--- config.mk ---
export PLATFORM = sky130hd
export DESIGN_NAME = bdm_addr_unit
export DESIGN_NICKNAME = d
export VERILOG_FILES = /design/src/hdl/bdm_pkg.sv /design/src/hdl/bdm_addr_unit.sv
export SDC_FILE = /design/constraint.sdc
export NUM_CORES = 1
export LEC_CHECK = 0
export BUFFER_PORTS_ARGS = -buffer_cell sky130_fd_sc_hd__buf_2
export CAP_MARGIN = 20
export CELL_PAD_IN_SITES_DETAIL_PLACEMENT = 1
export CELL_PAD_IN_SITES_GLOBAL_PLACEMENT = 1
export CORE_UTILIZATION = 31
export DETAILED_ROUTE_END_ITERATION = 8
export GPL_TIMING_DRIVEN = 0
export PLACE_DENSITY_LB_ADDON = 0.15
export SETUP_SLACK_MARGIN = 0.15
export SYNTH_ARGS = -nofsm -noshare
export SYNTH_HDL_FRONTEND = slang
export SYNTH_SLANG_ARGS = --single-unit
--- constraint.sdc ---
create_clock -name ref_clk -period 1.35 [get_ports ref_clk]
set_input_delay 0.2025 -clock ref_clk [delete_from_list [all_inputs] [get_ports ref_clk]]
set_output_delay 0.2025 -clock ref_clk [all_outputs]
set_load 0.01 [all_outputs]
--- src/hdl/bdm_pkg.sv ---
// package: constants and carriers for banked data memory addressing
package bdm_pkg;
    localparam int ADDR_W         = 14;
    localparam int BANK_W         = 6;
    localparam int OFS_W          = 8;
    localparam int NUM_BANKS      = 64;
    localparam int BANK_BYTES     = 256;
    localparam int SPACE_BYTES    = 16384;
    localparam logic [7:0] BANK_SEL_RESET    = 8'h00;
    localparam logic [7:0] BANK_SEL_IMPL     = 8'h3F;
    localparam logic [5:0] CTRL_FIRST_BANK   = 6'h38;
    localparam logic [5:0] TOP_BANK          = 6'h3F;
    localparam logic [5:0] ZERO_BANK         = 6'h00;
    localparam logic [7:0] ACCESS_SPLIT      = 8'h60;
    localparam logic [7:0] PC_REG_OFS        = 8'hF9;
    localparam logic [3:0] EXT_WORD_NIBBLE   = 4'hF;
    localparam logic [63:0] BANKS_IMPL_SMALL = 64'hFF00_0000_0000_000F;
    localparam logic [63:0] BANKS_IMPL_LARGE = 64'hFF00_0000_0000_00FF;

    typedef enum logic [1:0] {
        MODE_BANKED,
        MODE_ACCESS,
        MODE_FULL
    } bdm_mode_type;

    typedef struct packed {
        logic               valid;
        bdm_mode_type       mode;
        logic               access_bit;
        logic [OFS_W-1:0]   offset;
        logic [ADDR_W-1:0]  full_addr;
        logic               wr;
        logic [7:0]         wdata;
    } bdm_req_type;

    typedef struct packed {
        logic               valid;
        logic [ADDR_W-1:0]  addr;
        logic               implemented;
        logic               wr_en;
        logic               pc_write;
    } bdm_resp_type;

    typedef enum logic [1:0] {
        EX_NORMAL,
        EX_WORD2,
        EX_WORD3
    } bdm_ext_state_type;
endpackage

--- src/hdl/bdm_addr_unit.sv ---
// banked data memory address generation, bank decode and long-move words
// Summary of operation
// - every data location has a 14-bit byte address, 16384 bytes total
// - address space splits into 64 banks of 256 bytes
// - reads of unimplemented locations return all zeros
// - address is full 14 bits or 8-bit offset plus 6-bit bank selector
// - bank selector gives upper six bits, instruction gives lower eight
// - bank selector keeps six low bits; upper two read zero
// - load bank literal writes its immediate into the bank selector
// - writes to unimplemented banks are dropped, no state changes
// - status flags update as if unimplemented access had succeeded
// - bank 3Fh offset F9h maps to program counter register
// - all locations reachable by direct, indirect and indexed access
// - 256-byte access window reaches bank zero low part and some special registers
// - instruction access bit can override bank selector
// - skipped long move leaves words two and three as no-operations
// - window 00h-5Fh maps to bank zero, 60h-FFh to bank 63
// - access bit zero uses window map, one uses bank selector
// - special function registers occupy banks 56 to 63, 3800h-3FFFh
`timescale 1ns/1ns
module bdm_addr_unit
    import bdm_pkg::*;
#(
    parameter logic [63:0] BANKS_IMPL = BANKS_IMPL_LARGE
) (
    input  wire logic         ref_clk,
    input  wire logic         rst_n,
    input  wire bdm_req_type  req,
    input  wire logic         load_bank_literal,
    input  wire logic [7:0]   bank_literal,
    input  wire logic         bank_sel_wr,
    input  wire logic         instr_valid,
    input  wire logic [15:0]  instr_word,
    input  wire logic         long_move_three_word,
    input  wire logic         skip_taken,
    input  wire logic [7:0]   mem_rdata,
    input  wire logic [7:0]   alu_result,
    output bdm_resp_type      resp,
    output logic [7:0]        rdata,
    output logic [7:0]        bank_selector,
    output logic              flags_update,
    output logic              zero_flag,
    output logic              ext_word_nop,
    output logic              ext_word_use,
    output logic [11:0]       ext_operand
);
    logic [7:0]         bank_sel_r;
    logic [ADDR_W-1:0]  addr_nxt;
    logic [BANK_W-1:0]  bank_nxt;
    logic               impl_nxt;
    bdm_resp_type       resp_r;
    logic [7:0]         rdata_r;
    logic               flags_r;
    logic               zero_r;
    bdm_ext_state_type  ext_r;
    logic               nop_r;
    logic               use_r;
    logic [11:0]        oper_r;
    logic               ext_word;

    // address formation
    always_comb begin
        addr_nxt = req.full_addr;
        if (req.mode != MODE_FULL) begin
            if (req.mode == MODE_ACCESS && !req.access_bit) begin
                // window: low part of bank zero, top of bank 63
                if (req.offset < ACCESS_SPLIT) begin
                    addr_nxt = {ZERO_BANK, req.offset};
                end else begin
                    addr_nxt = {TOP_BANK, req.offset};
                end
            end else begin
                addr_nxt = {bank_sel_r[5:0], req.offset};
            end
        end
        bank_nxt = addr_nxt[ADDR_W-1:OFS_W];
        impl_nxt = BANKS_IMPL[bank_nxt];
    end

    always_ff @(posedge ref_clk) begin
        if (!rst_n) begin
            bank_sel_r <= BANK_SEL_RESET;
        end else if (load_bank_literal) begin
            bank_sel_r <= bank_literal & BANK_SEL_IMPL;
        end else if (bank_sel_wr) begin
            bank_sel_r <= req.wdata & BANK_SEL_IMPL;
        end
    end

    // response, one cycle after the request
    always_ff @(posedge ref_clk) begin
        if (!rst_n) begin
            resp_r  <= '0;
            rdata_r <= 8'h00;
        end else begin
            resp_r.valid       <= req.valid;
            resp_r.addr        <= addr_nxt;
            resp_r.implemented <= impl_nxt;
            // dropped write: memory never sees the strobe
            resp_r.wr_en    <= req.valid && req.wr && impl_nxt;
            resp_r.pc_write <= req.valid && req.wr && impl_nxt
                && addr_nxt == {TOP_BANK, PC_REG_OFS};
            rdata_r <= impl_nxt ? mem_rdata : 8'h00;
        end
    end

    // flags follow the alu even when the bank is not there
    always_ff @(posedge ref_clk) begin
        if (!rst_n) begin
            flags_r <= 1'b0;
            zero_r  <= 1'b0;
        end else begin
            flags_r <= req.valid;
            zero_r  <= req.valid ? (alu_result == 8'h00) : zero_r;
        end
    end

    assign ext_word = instr_word[15:12] == EXT_WORD_NIBBLE;

    // long move tracker: trailing words only count right after word one
    always_ff @(posedge ref_clk) begin
        if (!rst_n) begin
            ext_r  <= EX_NORMAL;
            nop_r  <= 1'b0;
            use_r  <= 1'b0;
            oper_r <= 12'h000;
        end else if (instr_valid) begin
            nop_r <= 1'b0;
            use_r <= 1'b0;
            case (ext_r)
                EX_NORMAL: begin
                    if (skip_taken) begin
                        ext_r <= EX_NORMAL;
                        nop_r <= ext_word;
                    end else if (long_move_three_word) begin
                        ext_r <= EX_WORD2;
                    end else begin
                        nop_r <= ext_word;
                    end
                end
                EX_WORD2: begin
                    use_r  <= ext_word;
                    oper_r <= instr_word[11:0];
                    ext_r  <= ext_word ? EX_WORD3 : EX_NORMAL;
                end
                EX_WORD3: begin
                    use_r  <= ext_word;
                    oper_r <= instr_word[11:0];
                    ext_r  <= EX_NORMAL;
                end
                default: begin
                    ext_r <= EX_NORMAL;
                end
            endcase
        end else begin
            nop_r <= 1'b0;
            use_r <= 1'b0;
        end
    end

    always_ff @(posedge ref_clk) begin
        if (!rst_n) begin
            resp          <= '0;
            rdata         <= 8'h00;
            bank_selector <= 8'h00;
            flags_update  <= 1'b0;
            zero_flag     <= 1'b0;
            ext_word_nop  <= 1'b0;
            ext_word_use  <= 1'b0;
            ext_operand   <= 12'h000;
        end else begin
            resp          <= resp_r;
            rdata         <= rdata_r;
            bank_selector <= bank_sel_r;
            flags_update  <= flags_r;
            zero_flag     <= zero_r;
            ext_word_nop  <= nop_r;
            ext_word_use  <= use_r;
            ext_operand   <= oper_r;
        end
    end
endmodule

==> metrics.txt <==
final instance area=4463 sq um; Port Buffers=124; CTS root buffer=clkbuf_8; dominant synthesized flop cell=dfxtp_1; proportion of layout cells with a drive suffix above 1=39.63%; Place WS=-0.2517 ns; hold_ws=0.05984 ns; Area after DPL=4024 sq um; initial drt markers=42; Sequential Area=1934 sq um; TNS Setup=0 ns; GP Congestion=0.7762; sequential share of the synthesized area=60.09%; CTS Buffer Depth=2; GRT overflow=0; Final Hold Fails=0; Post-Syn Area per Cell=9.434 sq um; Num CTS Buffers=9; largest net degree at the start of global routing=18; hold buffer count at CTS=0; footprint of the multi-input gates=1329 sq um; die area=10,730 sq um; number of library cell types mapped by synthesis=34; Ports=132; post-synth top area share=60.09%; Synth area leaders=dfxtp_1 (60%), and2_1 (9.6%), nand2_1 (6.9%); Reg clk slew, reported paths=0.10 ns; nature of the critical path startpoint=register; Total GRT Usage=15.93%; Mapped Area=3198 sq um; Cell Pwr Density=1253 nW/um^2; Post-synth EDFFs=0; detailed-router iteration count before antenna repair=4; CTS tree=yes; routed vias/inst=4.398; clk_lat worst skew=0.36 ns; largest area contributor in the netlist=dfxtp_1; Max Fclk=0.7911 GHz; Final Max Tran Viols=0; worst endpoint required time=1.66 ns; vias in the first global route=2,692; DR vias=2,727; worst slew pin tran=0.6950 ns; crit end category=register; final setup skew=0.005951 ns; Final ANT Viol Nets=0; FP Rows=36; worst min-delay path class=input port to register; Initial Util=32.42%; slew margin rel.=53.67%; # nets final=566; #FFs+latches synth=96; CTS HTree Levels=3; first-pass GRT wire length=13,340 um; core region area=9864 sq um; VDD IR max=0.4270 mV; RSZ-0062 raised after global routing=yes; setup violators final=0; initial antenna violation count=0; synth warn=0; Synth top cells by count=dfxtp_1 (96), nand2_1 (59), and2_1 (49), a21oi_1 (37), nor2_1 (27); WL/cell=13.56 um; diode count=0; die width=103.6 um; status=finished clean; Die Height=103.6 um; crit path time final=1.264 ns; Async SR Flop Fraction=0%; Tcrit/Tclk final=93.63%; fill count=1,155; clock tree sinks=96; Lkg Pwr=2.109 nW; DRC viols=0; WP data arrival=1.57 ns; Cells after Synth=339; area grow syn2layout=39.55%; dominant cell by count in the synthesized netlist=dfxtp_1; hpwl dp=6201 um; final WL=8407 um; max-cap violation count=0; kind of critical path=register to register; worst setup margin=0.08593 ns; CP Max Fanout=5
metrics by stage:
stage | power (mW) | utilization (%) | instances
floorplan | 3.357 | - | 340
global placement | 3.615 | 40.79 | 597
detailed placement | 3.632 | 40.79 | 597
CTS | 5.624 | 43.96 | 618
global route | 5.846 | 45.24 | 620
finish | 5.592 | 45.24 | 620
repair_timing:
item                                    4_1_cts  5_1_grt
gates resized for setup                      16       36
buffers inserted                              3        2
cloned                                        2        0
endpoints found under the setup margin       22       35
pin swaps                                     3       17
layout by cell type, fill, tap and decap left out, drive strengths merged, types with 3 or more instances in the layout:
cell type  instances
clkbuf            25
nand3              3
a31oi              3
and2              49
nor4               3
nand2             59
nand2b             3
inv                9
o21ai              3
nor2              27
a21oi             37
dfxtp             96
buf              134
mux2i              8
worst paths after layout:
check | end | cells after the start | slack (ns) | start
worst max register to register | rdata_r[7] | 3 | 0.09 | bank_sel_r[3]
worst max-delay path | rdata_r[7] | 3 | 0.09 | bank_sel_r[3]
worst min register to register | resp[13] | 1 | 0.44 | resp_r[13]
worst min-delay path | rdata_r[6] | 3 | 0.06 | mem_rdata[6]
worst max-delay path, cell delays in order, from the launching register on:
cell and delay, ns:
dfxtp_2 0.33, a221o_2 0.42, mux2_4 0.36, nor2_1 0.10
state kept, by name, summed over array words and instances (netlist names):
signal	count
resp	17
resp_r	17
ext_operand	12
oper_r	12
rdata	8
rdata_r	8
bank_sel_r	6
bank_selector	6
ext_r	2
ext_word_nop	1
ext_word_use	1
flags_r	1
flags_update	1
nop_r	1
use_r	1
zero_flag	1
zero_r	1
area by class of cell:
cell class              instances  share of cell area (%)
inverters                       6                  0.5607
clock inverters                 7                   1.710
clock buffers                   9                   2.775
multi-input cells             219                   29.77
flip-flops and latches         96                   43.34
well taps                     133                   3.729
repair buffers                130                   15.17
plain buffers                  20                   2.944
where the power goes:
group	internal, mW	switching (mW)	leakage, nW
Combinational	0.303	0.344	1.22
Clock	0.873	1.07	0.0966
Sequential	2.96	0.0450	0.787
layer usage:
layer	wire [um]	track usage (%)
met1	3890	20.14
met2	3844	25.36
met3	527	4.279
met4	145	7.143
met5	0	0
cell families (layout without fill, tap and decap cells):
family                     count (synthesis)  in the layout  synth area share, %
other                                      1              2               0.1173
AOI/OAI and AO/OA                         50             50                8.803
and+or+nand+nor                          155            155                23.75
DFF                                       96             96                60.09
adders and majority gates                  2              2               0.7823
muxes                                      9             10                2.973
buffers and inverters                     26            172                3.482
No activity file was read; power rests on OpenSTA's default activity.
